## src/common/flme_cfg.svh

```systemverilog
/*
  Constants of the flag, move and load execution block: register offsets,
  status flag positions, pointer register indices and reset values.
  Assumes it is included by bare name after the package.
*/
// Functional notes
// - Copy-bit-to-transfer-flag puts the chosen source bit into T, touches no other flag, one cycle.
// - Copy-transfer-flag-to-bit puts T into the chosen destination bit, no flag changes, one cycle.
// - Interrupts-on sets the global interrupt enable flag in one cycle and nothing else.
// - Interrupts-off clears the global interrupt enable flag in one cycle and nothing else.
// - Sign flag raise sets S and sign flag lower clears S, one cycle each, nothing else.
// - Overflow flag raise sets V in one cycle and nothing else.
// - Overflow flag lower clears V in one cycle and nothing else.
// - Half carry raise sets H in one cycle and nothing else.
// - Half carry lower clears H in one cycle and nothing else.
// - Register copy moves the source register into the destination in one cycle, no flags.
// - Post-increment load via X or Y reads memory at the pointer, then bumps it, two cycles.
// - Pre-decrement load via X or Y drops the pointer first, then reads there, two cycles.
// - Displaced load via Y reads at Y plus displacement, Y unchanged, two cycles, no flags.
`ifndef FLME_CFG_SVH
`define FLME_CFG_SVH
`define FLME_ADDR_INSTR 8'h00
`define FLME_ADDR_STATUS 8'h04
`define FLME_ADDR_SEL 8'h08
`define FLME_ADDR_GPR 8'h0C
`define FLME_RESP_OKAY 2'h0
`define FLME_RESP_SLVERR 2'h2
`define FLME_FLAG_C 3'h0
`define FLME_FLAG_Z 3'h1
`define FLME_FLAG_N 3'h2
`define FLME_FLAG_V 3'h3
`define FLME_FLAG_S 3'h4
`define FLME_FLAG_H 3'h5
`define FLME_FLAG_T 3'h6
`define FLME_FLAG_I 3'h7
`define FLME_STAT_BUSY 4'h8
`define FLME_STAT_ILLEGAL 4'h9
`define FLME_PTR_X 5'h1A
`define FLME_PTR_Y 5'h1C
`define FLME_PTR_Z 5'h1E
`define FLME_STATUS_RST 8'h00
`define FLME_INSTR_RST 32'h00000000
`endif

```

## src/common/flme_pkg.sv

```systemverilog
/*
  Types of the flag, move and load execution block: operations, pointer
  and addressing modes, the instruction word and the memory request.
  Assumes nothing beyond a SystemVerilog compiler.
*/
package flme_pkg;
  typedef enum logic [4:0] {
    FLME_OP_NOP = 5'b00000,
    FLME_OP_BIT_RAISE = 5'b00001,
    FLME_OP_BIT_LOWER = 5'b00010,
    FLME_OP_TO_T = 5'b00011,
    FLME_OP_FROM_T = 5'b00100,
    FLME_OP_CARRY_R = 5'b00101,
    FLME_OP_CARRY_L = 5'b00110,
    FLME_OP_ZERO_R = 5'b00111,
    FLME_OP_ZERO_L = 5'b01000,
    FLME_OP_NEG_R = 5'b01001,
    FLME_OP_NEG_L = 5'b01010,
    FLME_OP_OVF_R = 5'b01011,
    FLME_OP_OVF_L = 5'b01100,
    FLME_OP_SIGN_R = 5'b01101,
    FLME_OP_SIGN_L = 5'b01110,
    FLME_OP_HALF_R = 5'b01111,
    FLME_OP_HALF_L = 5'b10000,
    FLME_OP_TRANS_R = 5'b10001,
    FLME_OP_TRANS_L = 5'b10010,
    FLME_OP_INT_ON = 5'b10011,
    FLME_OP_INT_OFF = 5'b10100,
    FLME_OP_REG_COPY = 5'b10101,
    FLME_OP_PAIR_COPY = 5'b10110,
    FLME_OP_LOAD_IMM = 5'b10111,
    FLME_OP_LOAD_IND = 5'b11000
  } flme_op_type;

  typedef enum logic [1:0] {
    FLME_PTR_SEL_X = 2'b00,
    FLME_PTR_SEL_Y = 2'b01,
    FLME_PTR_SEL_Z = 2'b10
  } flme_ptr_type;

  typedef enum logic [1:0] {
    FLME_AM_PLAIN = 2'b00,
    FLME_AM_POST = 2'b01,
    FLME_AM_PRE = 2'b10,
    FLME_AM_DISP = 2'b11
  } flme_amode_type;

  typedef enum logic [1:0] {
    FLME_ST_IDLE = 2'b00,
    FLME_ST_EXEC = 2'b01,
    FLME_ST_LOAD = 2'b10
  } flme_state_type;

  // Low byte {amode, disp} doubles as the immediate of a load immediate
  typedef struct packed {
    flme_op_type op;
    logic [4:0] rd;
    logic [4:0] source_register;
    logic [2:0] bitsel;
    flme_ptr_type ptr;
    logic [3:0] spare;
    flme_amode_type amode;
    logic [5:0] disp;
  } flme_instr_type;

  typedef struct packed {
    logic rd_en;
    logic [15:0] addr;
  } flme_mem_req_type;
endpackage

```

## src/verilog/flme_flag_unit.sv

```systemverilog
/*
  Next status register value for the flag raise, lower and bit copy
  operations. Pure combinational; assumes the caller applies it only
  while an instruction executes.
*/
`timescale 1ns/100ps
`include "flme_cfg.svh"
module flme_flag_unit import flme_pkg::*; (
  input wire flme_op_type op,
  input wire logic [2:0] bitsel,
  input wire logic src_bit,
  input wire logic [7:0] status_register,
  output logic [7:0] next_status
);
  // Returns {hit, value, flag index} for one operation
  function automatic logic [4:0] flag_target(input flme_op_type o, input logic [2:0] s);
    unique case (o)
      FLME_OP_BIT_RAISE: flag_target = {2'b11, s};
      FLME_OP_BIT_LOWER: flag_target = {2'b10, s};
      FLME_OP_CARRY_R: flag_target = {2'b11, `FLME_FLAG_C};
      FLME_OP_CARRY_L: flag_target = {2'b10, `FLME_FLAG_C};
      FLME_OP_ZERO_R: flag_target = {2'b11, `FLME_FLAG_Z};
      FLME_OP_ZERO_L: flag_target = {2'b10, `FLME_FLAG_Z};
      FLME_OP_NEG_R: flag_target = {2'b11, `FLME_FLAG_N};
      FLME_OP_NEG_L: flag_target = {2'b10, `FLME_FLAG_N};
      FLME_OP_OVF_R: flag_target = {2'b11, `FLME_FLAG_V};
      FLME_OP_OVF_L: flag_target = {2'b10, `FLME_FLAG_V};
      FLME_OP_SIGN_R: flag_target = {2'b11, `FLME_FLAG_S};
      FLME_OP_SIGN_L: flag_target = {2'b10, `FLME_FLAG_S};
      FLME_OP_HALF_R: flag_target = {2'b11, `FLME_FLAG_H};
      FLME_OP_HALF_L: flag_target = {2'b10, `FLME_FLAG_H};
      FLME_OP_TRANS_R: flag_target = {2'b11, `FLME_FLAG_T};
      FLME_OP_TRANS_L: flag_target = {2'b10, `FLME_FLAG_T};
      FLME_OP_INT_ON: flag_target = {2'b11, `FLME_FLAG_I};
      FLME_OP_INT_OFF: flag_target = {2'b10, `FLME_FLAG_I};
      default: flag_target = 5'h00;
    endcase
  endfunction

  logic [4:0] target;

  always_comb begin
    target = flag_target(op, bitsel);
    next_status = status_register;
    if (target[4]) begin
      next_status[target[2:0]] = target[3];
    end
    if (op == FLME_OP_TO_T) begin
      next_status[`FLME_FLAG_T] = src_bit;
    end
  end
endmodule

```

## src/verilog/flme_ptr_unit.sv

```systemverilog
/*
  Address and pointer update for the indirect loads. Pure combinational;
  assumes the pointer pairs are read from the register file by the caller.
*/
`timescale 1ns/100ps
`include "flme_cfg.svh"
module flme_ptr_unit import flme_pkg::*; (
  input wire flme_instr_type instr,
  input wire logic [15:0] ptr_x,
  input wire logic [15:0] ptr_y,
  input wire logic [15:0] ptr_z,
  output logic [15:0] ptr_cur,
  output logic [4:0] ptr_lo,
  output logic [15:0] addr,
  output logic [15:0] ptr_new,
  output logic ptr_upd,
  output logic legal
);
  always_comb begin
    unique case (instr.ptr)
      FLME_PTR_SEL_X: ptr_cur = ptr_x;
      FLME_PTR_SEL_Y: ptr_cur = ptr_y;
      default: ptr_cur = ptr_z;
    endcase
    unique case (instr.ptr)
      FLME_PTR_SEL_X: ptr_lo = `FLME_PTR_X;
      FLME_PTR_SEL_Y: ptr_lo = `FLME_PTR_Y;
      default: ptr_lo = `FLME_PTR_Z;
    endcase
    addr = ptr_cur;
    ptr_new = ptr_cur;
    ptr_upd = 1'b0;
    legal = 1'b0;
    unique case (instr.amode)
      FLME_AM_PLAIN: legal = (instr.ptr != 2'b11);
      FLME_AM_POST: begin
        legal = (instr.ptr == FLME_PTR_SEL_X) || (instr.ptr == FLME_PTR_SEL_Y);
        ptr_new = 16'(ptr_cur + 16'h0001);
        ptr_upd = 1'b1;
      end
      FLME_AM_PRE: begin
        legal = (instr.ptr == FLME_PTR_SEL_X) || (instr.ptr == FLME_PTR_SEL_Y);
        ptr_new = 16'(ptr_cur - 16'h0001);
        addr = ptr_new;
        ptr_upd = 1'b1;
      end
      FLME_AM_DISP: begin
        legal = (instr.ptr == FLME_PTR_SEL_Y);
        addr = 16'(ptr_cur + {10'h000, instr.disp});
      end
    endcase
  end
endmodule

```

## src/verilog/flme_exec_top.sv

```systemverilog
/*
  Execution of flag raise/lower, bit copy, register moves and indirect
  loads, with the 32 x 8 register file and the status register inside.
  Software issues instructions and inspects state over AXI4-Lite; the
  data memory must answer a read in the same cycle its request is high.
*/
// Local design decisions: the register offsets and the AXI4-Lite register port.
`timescale 1ns/100ps
`include "flme_cfg.svh"
module flme_exec_top import flme_pkg::*; (
  input wire logic ref_clk,
  input wire logic sys_rst,
  input wire logic [7:0] s_axi_awaddr,
  input wire logic s_axi_awvalid,
  output logic s_axi_awready,
  input wire logic [31:0] s_axi_wdata,
  input wire logic [3:0] s_axi_wstrb,
  input wire logic s_axi_wvalid,
  output logic s_axi_wready,
  output logic [1:0] s_axi_bresp,
  output logic s_axi_bvalid,
  input wire logic s_axi_bready,
  input wire logic [7:0] s_axi_araddr,
  input wire logic s_axi_arvalid,
  output logic s_axi_arready,
  output logic [31:0] s_axi_rdata,
  output logic [1:0] s_axi_rresp,
  output logic s_axi_rvalid,
  input wire logic s_axi_rready,
  output flme_mem_req_type mem_req,
  input wire logic [7:0] mem_rd_data
);
  // ==========================================================
  // Declarations
  logic [7:0] gpr [0:31];
  flme_state_type st, next_st;
  flme_instr_type instr, next_instr;
  logic [7:0] status_register, next_status, flag_status;
  logic illegal, next_illegal;
  logic [4:0] sel, next_sel;
  flme_mem_req_type next_mem;
  logic wa_en, wb_en;
  logic [4:0] wa_idx, wb_idx;
  logic [7:0] wa_data, wb_data;
  logic aw_have, next_aw_have, w_have, next_w_have;
  logic [7:0] aw_addr, next_aw_addr;
  logic [31:0] w_data, next_w_data;
  logic [3:0] w_strb, next_w_strb;
  logic next_awready, next_wready, next_bvalid, next_arready, next_rvalid;
  logic [1:0] next_bresp, next_rresp;
  logic [31:0] next_rdata;
  logic do_write, wr_instr, wr_status, wr_sel, wr_gpr, ar_take;
  logic go;
  logic [7:0] rd_val, source_value, bit_ins;
  logic src_bit;
  logic [15:0] ptr_cur, load_addr, ptr_new;
  logic [4:0] ptr_lo;
  logic ptr_upd, load_legal;

  // Byte lane merge for word-wide registers
  function automatic logic [31:0] merge(input logic [31:0] old, input logic [31:0] nw,
                                        input logic [3:0] strb);
    merge = old;
    for (int i = 0; i < 4; i++) begin
      if (strb[i]) begin
        merge[8*i +: 8] = nw[8*i +: 8];
      end
    end
  endfunction

  assign go = (st == FLME_ST_EXEC);
  assign rd_val = gpr[instr.rd];
  assign source_value = gpr[instr.source_register];
  assign src_bit = source_value[instr.bitsel];

  always_comb begin
    bit_ins = rd_val;
    bit_ins[instr.bitsel] = status_register[`FLME_FLAG_T];
  end

  // ==========================================================
  // Helpers
  flme_flag_unit u_flag (
    .op(instr.op),
    .bitsel(instr.bitsel),
    .src_bit(src_bit),
    .status_register(status_register),
    .next_status(flag_status)
  );

  flme_ptr_unit u_ptr (
    .instr(instr),
    .ptr_x({gpr[`FLME_PTR_X + 5'h01], gpr[`FLME_PTR_X]}),
    .ptr_y({gpr[`FLME_PTR_Y + 5'h01], gpr[`FLME_PTR_Y]}),
    .ptr_z({gpr[`FLME_PTR_Z + 5'h01], gpr[`FLME_PTR_Z]}),
    .ptr_cur(ptr_cur),
    .ptr_lo(ptr_lo),
    .addr(load_addr),
    .ptr_new(ptr_new),
    .ptr_upd(ptr_upd),
    .legal(load_legal)
  );

  // ==========================================================
  // AXI4-Lite slave
  // Writes are only finished while idle, so software never races execution
  assign do_write = aw_have && w_have && !s_axi_bvalid && (st == FLME_ST_IDLE);
  assign wr_instr = do_write && (aw_addr == `FLME_ADDR_INSTR);
  assign wr_status = do_write && (aw_addr == `FLME_ADDR_STATUS) && w_strb[0];
  assign wr_sel = do_write && (aw_addr == `FLME_ADDR_SEL) && w_strb[0];
  assign wr_gpr = do_write && (aw_addr == `FLME_ADDR_GPR) && w_strb[0];
  assign ar_take = s_axi_arvalid && s_axi_arready;

  always_comb begin
    next_aw_have = aw_have || (s_axi_awvalid && s_axi_awready);
    next_w_have = w_have || (s_axi_wvalid && s_axi_wready);
    next_aw_addr = (s_axi_awvalid && s_axi_awready) ? s_axi_awaddr : aw_addr;
    next_w_data = (s_axi_wvalid && s_axi_wready) ? s_axi_wdata : w_data;
    next_w_strb = (s_axi_wvalid && s_axi_wready) ? s_axi_wstrb : w_strb;
    next_bvalid = s_axi_bvalid && !s_axi_bready;
    next_bresp = s_axi_bresp;
    if (do_write) begin
      next_aw_have = 1'b0;
      next_w_have = 1'b0;
      next_bvalid = 1'b1;
      next_bresp = (aw_addr == `FLME_ADDR_INSTR || aw_addr == `FLME_ADDR_STATUS ||
                    aw_addr == `FLME_ADDR_SEL || aw_addr == `FLME_ADDR_GPR) ?
                   `FLME_RESP_OKAY : `FLME_RESP_SLVERR;
    end
    next_awready = !next_aw_have && !next_bvalid && (next_st == FLME_ST_IDLE);
    next_wready = !next_w_have && !next_bvalid && (next_st == FLME_ST_IDLE);
    next_rvalid = ar_take || (s_axi_rvalid && !s_axi_rready);
    next_arready = !next_rvalid;
    next_rdata = s_axi_rdata;
    next_rresp = s_axi_rresp;
    if (ar_take) begin
      next_rresp = `FLME_RESP_OKAY;
      unique case (s_axi_araddr)
        `FLME_ADDR_INSTR: next_rdata = instr;
        `FLME_ADDR_STATUS: next_rdata = {22'h000000, illegal, (st != FLME_ST_IDLE),
                                         status_register};
        `FLME_ADDR_SEL: next_rdata = {27'h0000000, sel};
        `FLME_ADDR_GPR: next_rdata = {24'h000000, gpr[sel]};
        default: begin
          next_rdata = 32'h00000000;
          next_rresp = `FLME_RESP_SLVERR;
        end
      endcase
    end
  end

  always_ff @(posedge ref_clk or posedge sys_rst) begin
    if (sys_rst) begin
      aw_have <= 1'b0;
      w_have <= 1'b0;
      aw_addr <= 8'h00;
      w_data <= 32'h00000000;
      w_strb <= 4'h0;
      s_axi_awready <= 1'b0;
      s_axi_wready <= 1'b0;
      s_axi_bvalid <= 1'b0;
      s_axi_bresp <= 2'h0;
      s_axi_arready <= 1'b0;
      s_axi_rvalid <= 1'b0;
      s_axi_rdata <= 32'h00000000;
      s_axi_rresp <= 2'h0;
    end else begin
      aw_have <= next_aw_have;
      w_have <= next_w_have;
      aw_addr <= next_aw_addr;
      w_data <= next_w_data;
      w_strb <= next_w_strb;
      s_axi_awready <= next_awready;
      s_axi_wready <= next_wready;
      s_axi_bvalid <= next_bvalid;
      s_axi_bresp <= next_bresp;
      s_axi_arready <= next_arready;
      s_axi_rvalid <= next_rvalid;
      s_axi_rdata <= next_rdata;
      s_axi_rresp <= next_rresp;
    end
  end

  // ==========================================================
  // Execution sequencer
  always_comb begin
    next_st = st;
    next_instr = instr;
    next_status = status_register;
    next_illegal = illegal;
    next_sel = wr_sel ? w_data[4:0] : sel;
    next_mem = '{rd_en: 1'b0, addr: mem_req.addr};
    wa_en = 1'b0;
    wa_idx = instr.rd;
    wa_data = 8'h00;
    wb_en = 1'b0;
    wb_idx = instr.rd;
    wb_data = 8'h00;
    if (wr_status) begin
      next_status = w_data[7:0];
      next_illegal = illegal && !w_data[`FLME_STAT_ILLEGAL];
    end
    if (wr_gpr) begin
      wa_en = 1'b1;
      wa_idx = sel;
      wa_data = w_data[7:0];
    end
    unique case (st)
      FLME_ST_IDLE: begin
        if (wr_instr) begin
          next_instr = merge(instr, w_data, w_strb);
          next_st = FLME_ST_EXEC;
        end
      end
      FLME_ST_EXEC: begin
        next_st = FLME_ST_IDLE;
        if (instr.op == FLME_OP_LOAD_IND) begin
          if (load_legal) begin
            // Address phase: request out, pointer written back now in post/pre modes
            next_mem = '{rd_en: 1'b1, addr: load_addr};
            wa_en = ptr_upd;
            wa_idx = ptr_lo;
            wa_data = ptr_new[7:0];
            wb_en = ptr_upd;
            wb_idx = ptr_lo + 5'h01;
            wb_data = ptr_new[15:8];
            next_st = FLME_ST_LOAD;
          end else begin
            // Unsupported pointer/mode pair; set wins over a clear
            next_illegal = 1'b1;
          end
        end else begin
          next_status = flag_status;
          unique case (instr.op)
            FLME_OP_REG_COPY: begin
              wa_en = 1'b1;
              wa_data = source_value;
            end
            FLME_OP_PAIR_COPY: begin
              wa_en = 1'b1;
              wa_idx = {instr.rd[4:1], 1'b0};
              wa_data = gpr[{instr.source_register[4:1], 1'b0}];
              wb_en = 1'b1;
              wb_idx = {instr.rd[4:1], 1'b1};
              wb_data = gpr[{instr.source_register[4:1], 1'b1}];
            end
            FLME_OP_LOAD_IMM: begin
              wa_en = 1'b1;
              wa_data = {instr.amode, instr.disp};
            end
            FLME_OP_FROM_T: begin
              wa_en = 1'b1;
              wa_data = bit_ins;
            end
            default: wa_en = 1'b0;
          endcase
        end
      end
      FLME_ST_LOAD: begin
        wa_en = 1'b1;
        wa_data = mem_rd_data;
        next_st = FLME_ST_IDLE;
      end
      default: next_st = FLME_ST_IDLE;
    endcase
  end

  always_ff @(posedge ref_clk or posedge sys_rst) begin
    if (sys_rst) begin
      st <= FLME_ST_IDLE;
      instr <= `FLME_INSTR_RST;
      status_register <= `FLME_STATUS_RST;
      illegal <= 1'b0;
      sel <= 5'h00;
      mem_req <= '{rd_en: 1'b0, addr: 16'h0000};
    end else begin
      st <= next_st;
      instr <= next_instr;
      status_register <= next_status;
      illegal <= next_illegal;
      sel <= next_sel;
      mem_req <= next_mem;
    end
  end

  // Register file: two write ports, port B covers pair and pointer high bytes
  always_ff @(posedge ref_clk or posedge sys_rst) begin
    if (sys_rst) begin
      for (int i = 0; i < 32; i++) begin
        gpr[i] <= 8'h00;
      end
    end else begin
      if (wa_en) begin
        gpr[wa_idx] <= wa_data;
      end
      if (wb_en) begin
        gpr[wb_idx] <= wb_data;
      end
    end
  end
endmodule

```

## config.mk

```make
export PLATFORM = sky130hd
export DESIGN_NAME = flme_exec_top
export DESIGN_NICKNAME = d
export VERILOG_FILES = /design/src/common/flme_pkg.sv /design/src/verilog/flme_flag_unit.sv /design/src/verilog/flme_ptr_unit.sv /design/src/verilog/flme_exec_top.sv
export VERILOG_INCLUDE_DIRS = /design/src /design/src/common
export SDC_FILE = /design/constraint.sdc
export NUM_CORES = 1
export LEC_CHECK = 0
export BUFFER_PORTS_ARGS = -buffer_cell sky130_fd_sc_hd__buf_2
export CAP_MARGIN = 20
export CORE_ASPECT_RATIO = 1.4
export CORE_UTILIZATION = 25
export CTS_CLUSTER_SIZE = 8
export DETAILED_ROUTE_END_ITERATION = 6
export PLACE_DENSITY_LB_ADDON = 0.05
export SYNTH_ARGS = -nofsm -noshare
export SYNTH_HDL_FRONTEND = slang
export SYNTH_HIERARCHICAL = 1
export SYNTH_SLANG_ARGS = --single-unit
```

## constraint.sdc

```tcl
create_clock -name ref_clk -period 24.3 [get_ports ref_clk]
set_clock_uncertainty 0.1 [all_clocks]
set_input_delay 4.86 -clock ref_clk [delete_from_list [all_inputs] [get_ports ref_clk]]
set_output_delay 4.86 -clock ref_clk [all_outputs]
set_load 0.05 [all_outputs]
```

==> run metrics, run 1 <==
asr flop ratio synth=100%; DIE WIDTH=293 um; maximum vdd drop=0.0603 mV; Nets=2875; Leakage=around 13 nW; via density per instance=5.92; Max Slew Vio Count=0; Port-buffer cells=122; Top FF cell, synth=dfrtp_1; crit path max fanout=84; clk slew on worst S/H paths=0.05 ns; Sequential Power Share=36.5%; # DRC=0; RePlAce Congestion=0.896; Skew-Pair Late Insertion Delay=between 0.6 and 0.7 ns; total gr overflow=0; slowest library cell on the worst path=buf_4; Initial Util=25.2%; post-CTS resize count=0; Hold Path Depth=2; Total GRT Usage=25.1%; Initial DRC Count=2568; final total power=roughly 0.0023 W; Finished Layout Cells=roughly 4400; top area cells in the synthesized netlist=dfrtp_1, mux4_2, mux2i_1, mux2_2, nor2_1; Fill cells=12300; Yosys warning count=6; Peak Freq=0.142 GHz; slowest stage delay, CP=0.79 ns; switch share=a little under two fifths; Synth Cell Area=0.0297 mm^2; fin crit share=29.0%; Gate power share=30.4%; Hold EP=mem_req[7]; CTS Buf Count=57; worst-path cell chain=buf_2 -> inv_8 -> buf_4 -> buf_4 -> buf_4 -> buf_16; hpwl dp=112000 um; Worst Setup Path Type=input port to async pin; first-pass GRT wire length=215000 um; RSZ-0062 raised after global routing=false; DP Cell Count=4312; Crit. Startpoint=sys_rst; max cap viols=0; Worst Setup Start Kind=input port; area delta synth->final=12.3%; Distinct cells, synth=117; drt wl/cell=34.8 um; Fin. Hold Viols=0; origin of the worst min-delay path=mem_req[7]; final WL=153000 um; TritonRoute pass-1 iters=6; CTS sink count=406; antenna violations before repair=3; Min-Delay Path Class=register to register; number of enable flip-flop cells after synthesis=0; CTS Hold Buffers Added=0; Mapped Cells=2778; Root Driver=clkbuf_16; CP arrival=7.77 ns; commonest non-fill, non-tap cell in the layout=dfrtp_1; Seq cells post-synth=406; Post-DRT Antenna Nets=0; Die Area=0.120 mm^2; number of global-route vias before repair=25800; row count=149; post-layout min period=between 7 and 8 ns; CTS tree=yes; status=completed; Mean Syn Cell Area=around 11 um^2; post-synth top area share=between 30% and 40%; clk buf depth=3; die extent in y=410 um; Power Density=roughly 70 mW/mm^2; Sw Pwr=a little under 0.0009 W; Worst Tran Pin Value=1.17 ns; # setup viols final=0; Int Power=~0.0014 W; r2r setup slk=17.86 ns; FF-to-FF path depth=15; clock share of power=33.0%; CORE AREA=0.118 mm^2; Worst Path Required=25.02 ns; share of layout cells above drive strength 1=26.0%; FF-to-FF End=gpr[4]; DR vias=26000; Worst path most repeated cell=buf_4; r2r startpoint=instr[7]; sequential share of the synthesized area=34.2%; most frequent cells in the layout=dfrtp_1, mux4_2, nor2_1; post-CTS setup repair buffer count=0; Yosys top cell by area=dfrtp_1; Final Util=28.3%; Post-Route Hold Slack=0.366 ns; largest net degree at the start of global routing=around 140; Top Ports=125; Rel. slew slack=19.4%; Setup Total Neg Slack=0 ns; Crit. End Element=async pin; H-Tree Depth=2
==> worst max-delay path by stage <==
| stage | to | cells past startpoint |
|---|---|---|
| floorplan | aw_addr[0] | 1 |
| global placement | gpr[146] | 5 |
| detailed placement | gpr[154] | 5 |
| CTS | gpr[138] | 5 |
| global route | gpr[146] | 6 |
| finish | gpr[219] | 6 |
==> critical path, delay by kind of cell <==
family   cells  cell delay, ns
buf+inv      6            2.71
==> power groups by stage <==
| stage | clock network [W] | logic [W] | registers [W] |
|---|---|---|---|
| floorplan | 0 | 0.000454 | 0.000810 |
| global placement | 0 | 0.000694 | 0.000857 |
| detailed placement | 0 | 0.000700 | 0.000860 |
| CTS | 0.000793 | 0.000702 | 0.000849 |
| global route | 0.000814 | 0.000743 | 0.000857 |
| finish | 0.000767 | 0.000707 | 0.000848 |
==> layout make-up <==
cell class | count | area, um^2 | area share (%)
clock buffers | 72 | 1500 | 4.50
diodes | 1 | 2.50 | 0.00750
repair buffers | 199 | 1270 | 3.81
flip-flops and latches | 406 | 10200 | 30.5
clock inverters | 3 | 70.1 | 0.210
inverters | 44 | 184 | 0.551
multi-input cells | 2084 | 18200 | 54.4
well taps | 1585 | 1980 | 5.94
==> metrics by stage <==
step,setup WS (ns),area [um^2]
floorplan,8.05,29700
global route,16.89,33400
global placement,16.05,31700
detailed placement,15.99,31700
finish,17.25,33400
CTS,16.72,33300
==> metal layers <==
layer	global-route usage [%]	up-vias	wire length [um]
met4	11.3	4	7760
met2	44.5	1165	78300
met3	3.70	269	8510
li1	-	10800	-
met1	29.8	13800	58400
met5	0	-	24
==> sequential cells by signal (all words and copies together) (netlist names), 2 cells and up <==
| register | cells |
|---|---|
| gpr | 256 |
| instr | 32 |
| st | 2 |
| s_axi_rdata | 32 |
| mem_req | 17 |
| w_data | 32 |
| w_strb | 4 |
| sel | 5 |
| status_register | 8 |
| aw_addr | 8 |
==> Yosys cell counts, types with 9 or more instances <==
library cell,instances
nor3b_1,11
nand4_1,27
o211ai_1,14
ha_1,16
buf_6,19
or3_1,10
buf_1,26
o22ai_1,12
nor4_1,14
a211oi_1,13
nor2b_1,32
mux2_2,96
a21oi_1,52
o221ai_1,63
nor2_1,266
mux4_2,267
clkbuf_1,109
mux2i_1,111
a22oi_1,38
buf_2,69
o21ai_1,14
buf_4,20
dfrtp_1,406
and2_1,12
a22o_1,31
a21oi_2,9
a31oi_1,133
nor3_1,30
nand2b_1,21
and3_1,17
nand3b_1,10
o21a_1,14
inv_1,36
nand2_1,263
o21ai_0,156
a221o_1,76
nand3_1,57
o31ai_1,14
xnor2_1,27
==> kinds of logic (layout without fill, tap and decap cells) <==
logic type	count (synthesis)	after routing	synth area share, %
adders and majority gates	16	16	0.673
buffers and inverters	290	318	4.85
DFF	406	406	34.2
muxes	483	483	28.1
AOI/OAI and AO/OA	730	730	17.8
other	3	6	0.0379
xor gates and xnor gates	28	28	0.825
and+or+nand+nor	822	822	13.5
Note: power is estimated with default switching activity, not from simulation.
==> run 2, diff against run 1 <==
Clock period 24.3 ns to 6.5 ns, I/O delays scaled along.
==> run 2 against run 1 <==
Combinational power rose to 3.6 times the previous value. Largest cell class unchanged. First-iteration DRC count down 5.1%. Critical endpoint is now gpr[182]. Non-clock buffer count up 25. Via count up 0.28%. Critical path type is now register to register. Final area up 0.36%.
==> run metrics, run 2 (synthesis gave the netlist of run 1 again) <==
status=completed; CTS Hold Buffers Added=0 (unchanged); Top Ports=125 (unchanged); CTS Buf Count=57 (unchanged); DP Cell Count=4343 (+0.72%); Top reg by flops=gpr; Crit. End Element=register; Post-DRT Antenna Nets=0 (unchanged); slowest library cell on the worst path=a21oi_1; fin crit share=79.0%; antenna violations before repair=4 (+1); Nets=2900 (+0.87%); slowest stage delay, CP=0.80 ns (about the same); drt wl/cell=35.6 um (+2.4%); RSZ-0062 raised after global routing=false; most frequent cells in the layout=dfrtp_1, mux4_2, nor2_1; met2 usage=45.0% (+0.48 points); Finished Layout Cells=4417 (+0.52%); Max Slew Vio Count=0 (unchanged); final total power=0.00869 W (+270%); r2r startpoint=instr[12]; Port-buffer cells=122 (unchanged); Worst Setup Start Kind=register; H-Tree Depth=2 (unchanged); share of layout cells above drive strength 1=26.7% (+0.78 points); largest net degree at the start of global routing=156 (+11%); Min-Delay Path Class=register to register; max cap viols=0 (unchanged); Skew-Pair Late Insertion Delay=0.68 ns (about the same); CTS tree=yes; GRT Max-Usage Layer=met2; Leakage=12.7 nW (+0.75%); number of global-route vias before repair=25900 (+0.32%); total gr overflow=0 (unchanged); Peak Freq=0.195 GHz; Initial DRC Count=2438 (-5.1%); post-layout min period=5.14 ns; CP top delay family=compound AO/OA/AOI/OAI gates; # setup viols final=0 (unchanged); final WL=157000 um (+2.9%); clk slew on worst S/H paths=0.06 ns (about the same); area delta synth->final=12.7%; Worst Setup Path Type=register to register; CORE AREA=0.118 mm^2 (unchanged); # DRC=0 (unchanged); TritonRoute pass-1 iters=6 (unchanged); Worst Path Required=6.95 ns (-18.07 ns); Total GRT Usage=25.8% (+0.70 points); via density per instance=5.91 (-0.24%); Root Driver=clkbuf_16; clk buf depth=3 (unchanged); die extent in y=410 um (unchanged); post-CTS resize count=0 (unchanged); row count=149 (unchanged); Die Area=0.120 mm^2 (unchanged); RePlAce Congestion=0.927 (+3.5%); CTS sink count=406 (unchanged); Crit. Startpoint=instr[12]; CP arrival=5.58 ns (-2.19 ns); first-pass GRT wire length=219000 um (+1.9%); hpwl dp=116000 um (+4.0%); crit path max fanout=19 (-77%); Power Density=260 mW/mm^2 (+270%); Post-Route Hold Slack=0.364 ns (-0.00165 ns); commonest non-fill, non-tap cell in the layout=dfrtp_1; DIE WIDTH=293 um (unchanged); maximum vdd drop=0.208 mV (+250%); Setup Total Neg Slack=0 ns (unchanged); Final WS setup=1.36 ns (-15.88 ns); pre-CTS worst setup slack=1.38 ns (-14.61 ns); max reg flops=256 (unchanged); WP buf/inv=3 (-3); Worst Tran Pin Value=1.12 ns (-0.0518 ns); DR vias=26100 (+0.28%); post-CTS setup repair buffer count=0 (unchanged); Fin. Hold Viols=0 (unchanged); origin of the worst min-delay path=mem_req[4]; Initial Util=25.2% (unchanged); Rel. slew slack=25.0% (+5.5 points); M1 GR Usage=29.9% (+0.057 points); GR Util met3=4.21% (+0.50 points); worst-path cell chain=buf_4 -> mux2i_1 -> o21a_1 -> inv_1 -> ha_1 -> o211ai_1 -> nor4_1 -> nand2_1 -> nand2_1 -> a31o_2 -> o21ai_0 -> a21oi_1 -> and2_4 -> inv_1 -> o221ai_1
## run 2: changes by cell type in the layout (fill, tap and decap cells not counted), sizes merged
cell,change
clkbuf,-3
buf,+25
clkinvlp,+1
## run 2: area by class of cell
cell class / instances / area (um^2)
fillers: 12300 / 84300
well taps: 1585 / 1980
diodes: 1 / 2.50
clock inverters: 4 / 42.5
repair buffers: 224 / 1430
clock buffers: 69 / 1480
flip-flops and latches: 406 / 10200
inverters: 44 / 180
multi-input cells: 2084 / 18200
## run 2: power breakdown
| group | internal, W | switching [W] |
|---|---|---|
| Sequential | 0.00279 | 0.000484 |
| Clock | 0.00157 | 0.00127 |
| Combinational | 0.000985 | 0.00160 |
## run 2: through the flow
step                      cell area (um^2)  utilization [%]
after global routing                 33500             28.4
after CTS                            33500             28.4
after floorplan                      29700                -
final                                33500             28.4
after global placement               32000             27.1
after detailed placement             32000             27.1
## run 2: path summary, 6_finish.rpt
kind | cells after the start | end | slack, ns
max | 15 | gpr[182] | 1.36
min | 2 | mem_req[4] | 0.36
max reg2reg | 15 | gpr[182] | 1.36
min reg2reg | 2 | mem_req[4] | 0.36
max in group asynchronous | 3 | gpr[129] | 4.50
min in group asynchronous | 2 | aw_addr[4] | 0.50
## run 2: tightest hold or removal path, cell delays in order, from the launching register on
cell,delay [ns]
dfrtp_1,0.33
nand2_1,0.05
nand2_1,0.05
## run 2: metal layers
metal / routed length, um / vias to the layer above
met5: 0 / -
met4: 10200 / 0
met3: 8910 / 296
met2: 78600 / 1219
met1: 59600 / 13700
li1: - / 10900
